--- src/flash_seq_regs.vh ---
/*
 * Constants for the erase, pause and power-down sequencer: opcodes,
 * block address masks and self-timed durations in clock cycles.
 * Assumes a 10 MHz core clock (100 ns period) and is included by name.
 */
`ifndef FLASH_SEQ_REGS_VH
`define FLASH_SEQ_REGS_VH

// ----------------------------------------------------------------------
// Opcodes
// ----------------------------------------------------------------------
`define OP_WREN        8'h06
`define OP_ERASE_4K    8'h20
`define OP_ERASE_32K   8'h52
`define OP_ERASE_64K   8'hd8
`define OP_ERASE_CHIPA 8'hc7
`define OP_ERASE_CHIPB 8'h60
`define OP_PROG        8'h02
`define OP_QPROG       8'h33
`define OP_WRSR1       8'h01
`define OP_WRSR2       8'h31
`define OP_PAUSE       8'h75
`define OP_RESUME      8'h7a
`define OP_PWRDN       8'hb9
`define OP_WAKE        8'hab

// ----------------------------------------------------------------------
// Block address masks (low bits cleared) and erase fill value
// ----------------------------------------------------------------------
`define MASK_4K        24'hfff000
`define MASK_32K       24'hff8000
`define MASK_64K       24'hff0000
`define ERASED_BYTE    8'hff

// ----------------------------------------------------------------------
// Timing: times in ns, counts derived for 100 ns clock
// ----------------------------------------------------------------------
`define CLK_PERIOD_NS             100
`define RESUME_BUSY_NS            200
`define RESUME_BUSY_CYC           (`RESUME_BUSY_NS / `CLK_PERIOD_NS)
`define SMALL_BLOCK_ERASE_CYC     600000
`define MID_BLOCK_ERASE_CYC       2000000
`define LARGE_BLOCK_ERASE_CYC     3500000
`define WHOLE_ARRAY_ERASE_CYC     32'd400000000
`define PAGE_PROG_CYC             6000
`define PAUSE_LATENCY_NS          20000
`define PAUSE_LATENCY_CYC         (`PAUSE_LATENCY_NS / `CLK_PERIOD_NS)
`define POWERDOWN_ENTRY_NS        3000
`define POWERDOWN_ENTRY_CYC       ((`POWERDOWN_ENTRY_NS + `CLK_PERIOD_NS - 1) / `CLK_PERIOD_NS)
`define WAKE_RELEASE_NS           3000
`define WAKE_RELEASE_CYC          ((`WAKE_RELEASE_NS + `CLK_PERIOD_NS - 1) / `CLK_PERIOD_NS)

`endif

--- src/flash_erase_suspend_powerdown.v ---
/*
 * Serial flash command sequencer for erase, pause/resume and deep
 * power-down. Shifts opcode and address in on serial clock edges found
 * by the core clock, then runs self-timed cycles and keeps the status.
 * Assumes the host drives chip select and serial clock (SPI mode 0/3),
 * serial clock well under a quarter of clk_i, and nrst_i is power-on.
 */
`include "flash_seq_regs.vh"

// Behaviour
// - 20h plus address erases 4 KB block.
// - 52h plus address erases 32 KB block.
// - D8h plus address erases 64 KB block.
// - C7h or 60h erases whole array.
// - Select must rise after last eighth bit.
// - Select rise starts matching self-timed erase.
// - Busy high during cycle, status stays readable.
// - Busy start clears write enable latch.
// - Pause accepted only when busy, not paused.
// - Whole-array erase cannot be paused.
// - Pause sets flag now, busy drops within latency.
// - Resume accepted only when paused, not busy.
// - Resume clears flag, busy within 200ns.
// - Power loss clears pause, refuses resume.
// - B9h at byte boundary enters power-down.
// - Power-down obeys only the release opcode.
// - Power-up always starts in standby.
// - ABh releases power-down at once; commands wait out the release delay.
// - Write enable opcode sets the latch.
module flash_erase_suspend_powerdown
(
    input  wire        clk_i,
    input  wire        nrst_i,
    input  wire        ce_i,
    input  wire        cs_n_i,
    input  wire        sck_i,
    input  wire        si_i,
    input  wire        prog_start_i,
    output reg         busy_o,
    output reg         write_enable_latch_o,
    output reg         paused_op_flag_o,
    output reg         powered_down_o,
    output reg         erase_req_o,
    output reg  [23:0] erase_addr_o,
    output reg  [23:0] erase_mask_o,
    output wire [7:0]  erase_fill_o
);

    // ------------------------------------------------------------------
    // States (one-hot)
    // ------------------------------------------------------------------
    localparam [5:0] ST_IDLE   = 6'h01;
    localparam [5:0] ST_RUN    = 6'h02;
    localparam [5:0] ST_PAUSEW = 6'h04;
    localparam [5:0] ST_PAUSED = 6'h08;
    localparam [5:0] ST_RESW   = 6'h10;
    localparam [5:0] ST_PDN    = 6'h20;

    localparam [2:0] K_NONE = 3'd0;
    localparam [2:0] K_4K   = 3'd1;
    localparam [2:0] K_32K  = 3'd2;
    localparam [2:0] K_64K  = 3'd3;
    localparam [2:0] K_CHIP = 3'd4;
    localparam [2:0] K_PROG = 3'd5;

    wire        cs_n_s;
    wire        sck_s;
    wire        si_s;
    reg         sck_d_ff;
    reg         cs_d_ff;
    reg  [5:0]  bits_ff;
    reg  [7:0]  op_ff;
    reg  [23:0] addr_ff;
    reg  [5:0]  state_ff;
    reg  [2:0]  kind_ff;
    reg  [31:0] remain_ff;
    reg  [31:0] tmr_ff;
    reg         pdn_pend_ff;
    reg         wake_pend_ff;

    wire sck_rise = sck_s & ~sck_d_ff;
    wire cs_rise  = cs_n_s & ~cs_d_ff;
    wire cs_fall  = ~cs_n_s & cs_d_ff;
    wire [7:0] op_done = {op_ff[6:0], si_s};

    // Erased cells read all ones
    assign erase_fill_o = `ERASED_BYTE;

    // ------------------------------------------------------------------
    // Pin synchronisers
    // ------------------------------------------------------------------
    pin_sync3 #(.RESET_VAL(1'b1)) u_cs
    (
        .clk_i   (clk_i),
        .nrst_i  (nrst_i),
        .ce_i    (ce_i),
        .pin_i   (cs_n_i),
        .level_o (cs_n_s)
    );

    pin_sync3 #(.RESET_VAL(1'b0)) u_sck
    (
        .clk_i   (clk_i),
        .nrst_i  (nrst_i),
        .ce_i    (ce_i),
        .pin_i   (sck_i),
        .level_o (sck_s)
    );

    pin_sync3 #(.RESET_VAL(1'b0)) u_si
    (
        .clk_i   (clk_i),
        .nrst_i  (nrst_i),
        .ce_i    (ce_i),
        .pin_i   (si_i),
        .level_o (si_s)
    );

    // ------------------------------------------------------------------
    // Serial shifter: counts bits, opcode first, then 24 address bits
    // ------------------------------------------------------------------
    always @(posedge clk_i or negedge nrst_i)
    begin
        if (!nrst_i)
        begin
            sck_d_ff <= 1'b0;
            cs_d_ff  <= 1'b1;
            bits_ff  <= 6'd0;
            op_ff    <= 8'h00;
            addr_ff  <= 24'h000000;
        end
        else if (ce_i)
        begin
            sck_d_ff <= sck_s;
            cs_d_ff  <= cs_n_s;
            if (cs_fall)
                bits_ff <= 6'd0;
            else if (!cs_n_s && sck_rise)
            begin
                if (bits_ff != 6'd63)
                    bits_ff <= bits_ff + 6'd1;   // Saturates on long frames
                if (bits_ff < 6'd8)
                    op_ff <= op_done;
                else if (bits_ff < 6'd32)
                    addr_ff <= {addr_ff[22:0], si_s};
            end
        end
    end

    // ------------------------------------------------------------------
    // Frame decode on select rise; exact bit counts only
    // ------------------------------------------------------------------
    wire is_block = (op_ff == `OP_ERASE_4K) || (op_ff == `OP_ERASE_32K) || (op_ff == `OP_ERASE_64K);
    wire is_chip  = (op_ff == `OP_ERASE_CHIPA) || (op_ff == `OP_ERASE_CHIPB);
    wire frame8   = cs_rise && (bits_ff == 6'd8);
    wire frame32  = cs_rise && (bits_ff == 6'd32);
    wire take_blk = frame32 && is_block && write_enable_latch_o;
    wire take_chp = frame8 && is_chip && write_enable_latch_o;
    wire take_wren = frame8 && (op_ff == `OP_WREN);
    wire take_prog = prog_start_i && write_enable_latch_o;

    reg [2:0]  new_kind;
    reg [31:0] new_len;
    reg [23:0] new_mask;

    // Length and block mask for a newly accepted erase
    always @*
    begin
        new_kind = K_CHIP;
        new_len  = `WHOLE_ARRAY_ERASE_CYC;
        new_mask = 24'h000000;
        case (op_ff)
            `OP_ERASE_4K:
            begin
                new_kind = K_4K;
                new_len  = `SMALL_BLOCK_ERASE_CYC;
                new_mask = `MASK_4K;
            end
            `OP_ERASE_32K:
            begin
                new_kind = K_32K;
                new_len  = `MID_BLOCK_ERASE_CYC;
                new_mask = `MASK_32K;
            end
            `OP_ERASE_64K:
            begin
                new_kind = K_64K;
                new_len  = `LARGE_BLOCK_ERASE_CYC;
                new_mask = `MASK_64K;
            end
            default:
            begin
                new_kind = K_CHIP;
                new_len  = `WHOLE_ARRAY_ERASE_CYC;
                new_mask = 24'h000000;
            end
        endcase
    end

    // ------------------------------------------------------------------
    // Sequencer; power-on reset is the only reset, so pause state and
    // power-down are both lost on power loss
    // ------------------------------------------------------------------
    always @(posedge clk_i or negedge nrst_i)
    begin
        if (!nrst_i)
        begin
            state_ff             <= ST_IDLE;
            kind_ff              <= K_NONE;
            remain_ff            <= 32'd0;
            tmr_ff               <= 32'd0;
            busy_o               <= 1'b0;
            write_enable_latch_o <= 1'b0;
            paused_op_flag_o     <= 1'b0;
            powered_down_o       <= 1'b0;
            erase_req_o          <= 1'b0;
            erase_addr_o         <= 24'h000000;
            erase_mask_o         <= 24'h000000;
            pdn_pend_ff          <= 1'b0;
            wake_pend_ff         <= 1'b0;
        end
        else if (ce_i)
        begin
            erase_req_o <= 1'b0;
            case (state_ff)
                ST_IDLE:
                begin
                    if (wake_pend_ff)
                    begin
                        // Waking: select must stay high for the delay
                        if (!cs_n_s)
                            tmr_ff <= `WAKE_RELEASE_CYC;
                        else if (tmr_ff != 32'd0)
                            tmr_ff <= tmr_ff - 32'd1;
                        else
                            wake_pend_ff <= 1'b0;
                    end
                    else if (pdn_pend_ff)
                    begin
                        if (tmr_ff != 32'd0)
                            tmr_ff <= tmr_ff - 32'd1;
                        else
                        begin
                            pdn_pend_ff    <= 1'b0;
                            powered_down_o <= 1'b1;
                            state_ff       <= ST_PDN;
                        end
                    end
                    else if (take_blk || take_chp)
                    begin
                        state_ff             <= ST_RUN;
                        kind_ff              <= new_kind;
                        remain_ff            <= new_len;
                        busy_o               <= 1'b1;
                        write_enable_latch_o <= 1'b0;
                        erase_req_o          <= 1'b1;
                        erase_mask_o         <= new_mask;
                        erase_addr_o         <= addr_ff & new_mask;
                    end
                    else if (take_prog)
                    begin
                        state_ff             <= ST_RUN;
                        kind_ff              <= K_PROG;
                        remain_ff            <= `PAGE_PROG_CYC;
                        busy_o               <= 1'b1;
                        write_enable_latch_o <= 1'b0;
                    end
                    else if (take_wren)
                        write_enable_latch_o <= 1'b1;
                    else if (frame8 && op_ff == `OP_PWRDN)
                    begin
                        pdn_pend_ff <= 1'b1;
                        tmr_ff      <= `POWERDOWN_ENTRY_CYC;
                    end
                    else if (frame8 && op_ff == `OP_RESUME && paused_op_flag_o)
                    begin
                        paused_op_flag_o <= 1'b0;
                        tmr_ff           <= `RESUME_BUSY_CYC;
                        state_ff         <= ST_RESW;
                    end
                end
                ST_RUN:
                begin
                    if (remain_ff <= 32'd1)
                    begin
                        busy_o   <= 1'b0;
                        kind_ff  <= K_NONE;
                        state_ff <= ST_IDLE;
                    end
                    else
                    begin
                        remain_ff <= remain_ff - 32'd1;
                        // Whole-array erase is not pausable
                        if (frame8 && op_ff == `OP_PAUSE && kind_ff != K_CHIP && !paused_op_flag_o)
                        begin
                            paused_op_flag_o <= 1'b1;
                            tmr_ff           <= `PAUSE_LATENCY_CYC;
                            state_ff         <= ST_PAUSEW;
                        end
                    end
                end
                ST_PAUSEW:
                begin
                    // Busy drops at the end of the pause latency
                    if (tmr_ff <= 32'd1)
                    begin
                        busy_o   <= 1'b0;
                        state_ff <= ST_PAUSED;
                    end
                    else
                        tmr_ff <= tmr_ff - 32'd1;
                end
                ST_PAUSED:
                begin
                    // Erases, writes and programs are the host's to avoid
                    if (frame8 && op_ff == `OP_RESUME)
                    begin
                        paused_op_flag_o <= 1'b0;
                        tmr_ff           <= `RESUME_BUSY_CYC;
                        state_ff         <= ST_RESW;
                    end
                    else if (take_wren)
                        write_enable_latch_o <= 1'b1;
                end
                ST_RESW:
                begin
                    if (kind_ff == K_NONE)
                    begin
                        // Nothing left to resume after power loss
                        tmr_ff   <= 32'd0;
                        state_ff <= ST_IDLE;
                    end
                    else if (tmr_ff <= 32'd1)
                    begin
                        busy_o   <= 1'b1;
                        state_ff <= ST_RUN;
                    end
                    else
                        tmr_ff <= tmr_ff - 32'd1;
                end
                ST_PDN:
                begin
                    // Only the release opcode is honoured here
                    if (frame8 && op_ff == `OP_WAKE)
                    begin
                        powered_down_o <= 1'b0;
                        wake_pend_ff   <= 1'b1;
                        tmr_ff         <= `WAKE_RELEASE_CYC;
                        state_ff       <= ST_IDLE;
                    end
                end
                default:
                begin
                    state_ff <= ST_IDLE;
                    busy_o   <= 1'b0;
                end
            endcase
        end
    end

endmodule

--- src/pin_sync3.v ---
/*
 * Three-stage synchroniser with agreement filter for one pin input.
 * Assumes the pin is asynchronous to clk_i; output changes only when
 * the second and third stages agree.
 */
module pin_sync3
#(
    parameter RESET_VAL = 1'b0
)
(
    input  wire clk_i,
    input  wire nrst_i,
    input  wire ce_i,
    input  wire pin_i,
    output wire level_o
);

    reg s1_ff;
    reg s2_ff;
    reg s3_ff;
    reg lvl_ff;

    // ------------------------------------------------------------------
    // Sync chain: first stage feeds only the second
    // ------------------------------------------------------------------
    always @(posedge clk_i or negedge nrst_i)
    begin
        if (!nrst_i)
        begin
            s1_ff  <= RESET_VAL;
            s2_ff  <= RESET_VAL;
            s3_ff  <= RESET_VAL;
            lvl_ff <= RESET_VAL;
        end
        else if (ce_i)
        begin
            s1_ff <= pin_i;
            s2_ff <= s1_ff;
            s3_ff <= s2_ff;
            if (s2_ff == s3_ff)
                lvl_ff <= s3_ff;   // Accept only agreed value
        end
    end

    assign level_o = lvl_ff;

endmodule

--- config.mk ---
export PLATFORM = sky130hd
export DESIGN_NAME = flash_erase_suspend_powerdown
export DESIGN_NICKNAME = d
export VERILOG_FILES = /design/src/flash_erase_suspend_powerdown.v /design/src/pin_sync3.v
export VERILOG_INCLUDE_DIRS = /design/src
export SDC_FILE = /design/constraint.sdc
export NUM_CORES = 1
export LEC_CHECK = 0
export BUFFER_PORTS_ARGS = -buffer_cell sky130_fd_sc_hd__buf_2
export CORE_MARGIN = 4
export CORE_UTILIZATION = 65
export DETAILED_ROUTE_END_ITERATION = 8
export HOLD_SLACK_MARGIN = 0.08
export PLACE_DENSITY = 0.85
export SYNTH_ARGS = -nofsm -noshare
export SYNTH_HDL_FRONTEND = slang
export SYNTH_SLANG_ARGS = --single-unit
--- constraint.sdc ---
create_clock -name clk_i -period 9.5 [get_ports clk_i]
set_clock_uncertainty 0.2 [all_clocks]
set_input_delay 1.425 -clock clk_i [delete_from_list [all_inputs] [get_ports clk_i]]
set_output_delay 1.425 -clock clk_i [all_outputs]
set_load 0.02 [all_outputs]
Word-level counts from Yosys, hierarchy flattened
Cells that the tools add are included.
{"block": "totals", "register_bits": 180, "inputBits": 7, "out_inout_bits": 61, "word_cells": 246}
{"block": "op_classes", "n_reduce_logical": 49, "eq_ne": 52, "addsub": 3, "bitwise_logic": 12, "muxes": 96, "n_lt_le_gt_ge": 4}
{"operator": "$mux 32", "n": 20}
{"operator": "$pmux 32 s6", "n": 1}
{"operator": "$mux 6", "n": 18}
{"operator": "$pmux 29 s3", "n": 1}
{"operator": "$pmux 24 s3", "n": 1}
{"operator": "$le 32x1->1 const B", "n": 2}
{"operator": "$pmux 32 s2", "n": 1}
{"operator": "$sub 32x1->32 const B", "n": 2}
{"operator": "$mux 1", "n": 41}
{"operator": "$ne 2x2->1 const B", "n": 18}
{"operator": "$pmux 6 s6", "n": 1}
{"operator": "$eq 8x7->1 const B", "n": 4}
{"operator": "$eq 8x8->1 const B", "n": 4}
{"operator": "$reduce_bool 32->1", "n": 1}
{"operator": "$and 24x24->24", "n": 1}
{"operator": "$ne 5x5->1 const B", "n": 4}
{"operator": "$reduce_and 6->1", "n": 3}
{"operator": "$logic_and 1x1->1", "n": 16}
{"operator": "$mux 3", "n": 5}
{"operator": "$ne 3x3->1 const B", "n": 5}
{"operator": "$reduce_and 5->1", "n": 3}
{"operator": "$eq 6x4->1 const B", "n": 2}
{"operator": "$eq 6x6->1 const B", "n": 2}
{"operator": "$ne 4x4->1 const B", "n": 3}
{"operator": "other kinds (32)", "n": 57}

Longest topological paths before layout
{"block": "depth", "depth_word": 13, "mapped_depth": 11, "ltp_nobuf": 9}

Hierarchy
From an unflattened synthesis, not the netlist that was laid out.
{"block": "unflattened", "hier_cells": 911, "hier_area_um2": 8473.1}
{"module": "flash_erase_suspend_powerdown", "instances": 1, "seq_area_each_um2": 3380.7, "cells_each": 881, "area_each_um2": 7998.9}
{"module": "pin_sync3 at u_sck ...", "instances": 2, "seq_area_each_um2": 100.1, "cells_each": 10, "area_each_um2": 156.4}
{"module": "pin_sync3 at u_cs", "instances": 1, "seq_area_each_um2": 105.1, "cells_each": 10, "area_each_um2": 161.4}

Least setup slack after synthesis
OpenSTA, ideal clock, no wires.
{"block": "synth_timing", "path_kind": "input to register", "startpoint": "input ce_i", "endpoint": "register addr_ff[10]", "arrival_ns": 3.002, "path_buffers": 2, "stages": 7, "required_time_ns": 9.175, "slack_ns": 6.174, "setup_time_ns": 0.125, "path_cell_list": "clkbuf_1 nand2_1 or3_1 nor3_1 o21ai_1 clkbuf_1 mux2_2"}
{"block": "synth_between", "elab_chain_len": 1}
{"item": "start: declaration", "line_no": "flash_erase_suspend_powerdown.v:34", "text": "input wire ce_i,"}
{"item": "$reduce_and 5->1 (no source line)"}
{"item": "end signal: assignment", "line_no": "flash_erase_suspend_powerdown.v:145", "text": "addr_ff <= {addr_ff[22:0], si_s};"}
{"item": "end: declaration", "line_no": "flash_erase_suspend_powerdown.v:73", "text": "reg [23:0] addr_ff;"}
Every way passes these cells.
A chain may end at the register's enable or synchronous reset.

Worst setup path after layout
{"block": "layout_timing", "startpoint": "register state_ff[5]", "endpoint": "register remain_ff[21]"}
{"block": "layout_between", "elab_chain_len": 3, "word_cells_on_any_way": 9, "classes_between": "eq/ne (6); mux (1); reduce/logical (2)"}
{"item": "start: declaration", "line_no": "flash_erase_suspend_powerdown.v:74", "text": "reg [5:0] state_ff;"}
{"item": "start signal: assignment", "line_no": "flash_erase_suspend_powerdown.v:208", "text": "state_ff <= ST_IDLE;"}
{"item": "start signal: assignment", "line_no": "flash_erase_suspend_powerdown.v:246", "text": "state_ff <= ST_PDN;"}
{"item": "start signal: assignment", "line_no": "flash_erase_suspend_powerdown.v:251", "text": "state_ff <= ST_RUN;"}
{"item": "$eq 6x1->1 or $eq 6x2->1 (tied branches)", "line_no": "flash_erase_suspend_powerdown.v:225", "text": "case (state_ff)"}
{"item": "$ne 3x3->1 (no source line), or another cell as far along"}
{"item": "$reduce_and 6->1 (no source line)"}
{"item": "end signal: assignment", "line_no": "flash_erase_suspend_powerdown.v:253", "text": "remain_ff <= new_len;"}
{"item": "end signal: assignment", "line_no": "flash_erase_suspend_powerdown.v:264", "text": "remain_ff <= `PAGE_PROG_CYC;"}
{"item": "end signal: assignment", "line_no": "flash_erase_suspend_powerdown.v:292", "text": "remain_ff <= remain_ff - 32'd1;"}
{"item": "end: declaration", "line_no": "flash_erase_suspend_powerdown.v:76", "text": "reg [31:0] remain_ff;"}
Parallel ways exist; a longest one is shown, timed or not.

==> results.txt <==
Final min period: 4200 ps
CTS tree: yes
Register area share after synthesis: 43.3%
Area growth from synthesis to final layout: 7.32%
Placed cell area: 8570 um^2
Peak Freq: 238 MHz
Post-synth EDFFs: 0
Finished layout cell area: 9140 um^2
Ys Warns: 0
H-tree Lvls: 4
MaxCap Viol Count: 0
Most frequent cells in the layout: dfrtp_1 (141), o21ai_0 (103), nand2_1 (84), nor2_1 (83), a21oi_1 (48)
Initial antenna violation count: 0
Vias in the first global route: 6,555
Top FF cell, synth: dfrtp_1
Antenna cells: 0
Drt via density: 6.38
R2R Setup Slk: 5300 ps
Crit Path Class: reg -> reg
Reg2Reg Depth: 7
Fin cells: 1,123
# IOs: 68
Wire length of the first global-routing pass: 32,200 um
DRT iter0 DRCs: 875
Num CTS Buffers: 17
IO Port Bufs: 35
Slew Limit Fails: 0
Max incr delay on CP: 760 ps
Net switching power: 652 uW
Filler instances: 953
Worst slew margin: 21.6%
FF+latch count, synth: 147
GR Util met2: 40.6%
Post-CTS Setup Repair Bufs: 0
Mapped Cells: 939
Avg Synthesized Cell Area: 9.07 um^2
Post-synthesis cell type count: 77
DRC: 0
Post-route ant nets: 0
GRT busiest layer: met2
CTS Hold Bufs: 0
Unrepaired setup endpoints after global routing: no
Largest net degree at the start of global routing: 84
Place WS: 5120 ps
Hold path cells: 2
Met3 GRT Util: 5.71%
Final worst setup slack: 5300 ps
Met1 usage: 38.1%
Worst Tran Pin Value: 1180 ps
GRT overflow: 0
Placeable Area: 12,700 um^2
Detailed placement HPWL: 12,600 um
Vias: 7,163
Layout cell share with drive strength beyond 1: 15.1%
Switching Share: 35.0%
Arrival time at the worst endpoint: 4320 ps
Total power: 1860 uW
Endpoint, Worst Hold: erase_addr_o[12]
Sink Count: 147
Setup TNS: 0 ps
Pre-antenna DRT Iters: 5
PostCTS Resize Cnt: 0
Initial Util: 66.9%
GRT Total Usage: 26.8%
Maximum vdd ir drop: 0.197 mV
Crit. End Element: register
Hold wc startpoint: erase_addr_o[12]
Root Buffer: clkbuf_16
Final-report hold violation count: 0
Hold/Removal Path Class: reg -> reg
Row count: 41
Final wirelength: 18,900 um
Routed wire length per instance: 16.8 um
RD Place Congestion: 0.942
DIE HEIGHT: 122 um
Int Pwr: 1210 uW
Async SR Flop Fraction: 100%
Clock share of power: 34.5%
Reg-to-reg startpoint: state_ff[5]
Setup violations, final: 0
Mapped cell area: 8510 um^2
Commonest non-fill, non-tap cell in the layout: dfrtp_1
Max clock buf depth: 2
Crit start category: register
Placed cells: 1,092
Worst-path cell chain: or4_4 -> or3b_1 -> a221o_1 -> a31oi_4 -> and2_1 -> o21ai_0 -> a22o_1
Status: finished clean
Worst-Skew Late Latency: 440 ps
Reg power frac: 41.1%
Power Density: 204 nW/um^2
Die Area: 15,000 um^2
Combinational share of power: 24.4%
Slowest CP cell: and2_1
Worst Path Required: 9620 ps
Period utilization: 44.2%
Chip width: 122 um
Clock-pin slew on the worst setup and hold paths: 70 ps
Leak: 0.00414 uW
Worst-path fanout max: 27
Worst reg2reg path endpoint: remain_ff[21]
Nets: 953
per-layer routing:
layer / share of wire (%) / wire, um / up-vias
li1: - / - / 3357
met1: 43 / 8150 / 3443
met2: 47 / 8940 / 318
met3: 7.4 / 1390 / 45
met4: 2.0 / 379 / 0
met5: 0 / 0 / -
synthesized netlist by cell type, drive strengths merged, types with 4 or more instances:
cell	instances	area, um^2
dfrtp	141	3530
o21ai	104	520
nand2	85	322
nor2	83	312
buf	53	369
a21oi	48	240
mux2	44	495
clkbuf	37	139
nor3	29	150
o31ai	23	173
inv	22	82.6
nor4	21	153
nand3	19	95.1
or3	19	119
nor2b	15	93.8
or4	15	120
nand4	12	75.1
a31oi	11	83.8
xor2	10	87.6
nand2b	8	50.1
and3	7	43.8
ha	7	87.6
or2	7	43.8
a211oi	6	57.6
a21o	6	45.0
a22o	6	52.6
dfstp	6	158
o21a	6	45.0
o22a	6	52.6
and2	5	31.3
and4	5	43.8
and4b	5	50.1
nor4b	5	56.3
o211ai	5	37.5
o41ai	4	35.0
or3b	4	35.0
xnor2	4	35.0
flip-flops by register name, indices dropped and copies added (netlist names), 3 cells and up:
| name | cells |
|---|---|
| remain_ff | 32 |
| tmr_ff | 32 |
| addr_ff | 24 |
| erase_addr_o | 12 |
| op_ff | 8 |
| bits_ff | 6 |
| state_ff | 6 |
| erase_mask_o | 3 |
| kind_ff | 3 |
power by group through the flow:
stage | combinational [uW] | sequential (uW) | clock, uW
after floorplan | 376 | 740 | 0
after global placement | 436 | 770 | 0
after detailed placement | 447 | 773 | 0
after CTS | 452 | 762 | 651
after global routing | 511 | 777 | 681
final | 456 | 766 | 642
cell families (layout without fill, tap and decap cells):
logic type | Yosys count | after routing | share of synthesized area (%)
AOI/OAI and AO/OA | 251 | 251 | 18.4
buffers and inverters | 112 | 94 | 6.94
adders and majority gates | 7 | 7 | 1.03
and+or+nand+nor | 360 | 360 | 22.7
DFF | 147 | 147 | 43.3
muxes | 46 | 46 | 6.06
other | 2 | 32 | 0.0882
xor gates and xnor gates | 14 | 14 | 1.44
worst max-delay path, delay by kind of cell, from the launching register on:
kind             cells  cell delay (ps)
AO/OA/AOI/OAI        4             1240
AND/OR/NAND/NOR      3             2120
flip-flops           1              520
metrics by stage:
stage	utilization, %	hold slack [ps]
after floorplan	-	238
after global placement	67.3	259
after detailed placement	67.3	264
after CTS	71.8	279
after global routing	71.8	298
final	71.8	283
how the worst max path moves through the flow:
stage,start,endpoint,slack (ps)
after CTS,state_ff[5],remain_ff[21],5350
after global routing,state_ff[5],tmr_ff[13],5040
after detailed placement,ce_i,tmr_ff[26],5120
after floorplan,ce_i,addr_ff[10],6170
after global placement,ce_i,tmr_ff[9],5270
final,state_ff[5],remain_ff[21],5300
final cells by class:
type	instances	area, um^2	share of cell area, %
clock buffer	19	453	4.96
clock inverter	12	115	1.26
inverter	22	82.6	0.904
multi-input combinational	710	4360	47.7
sequential	147	3690	40.3
tap	172	215	2.36
timing repair buffer	41	226	2.48
Power figures use the tool's default switching activity.
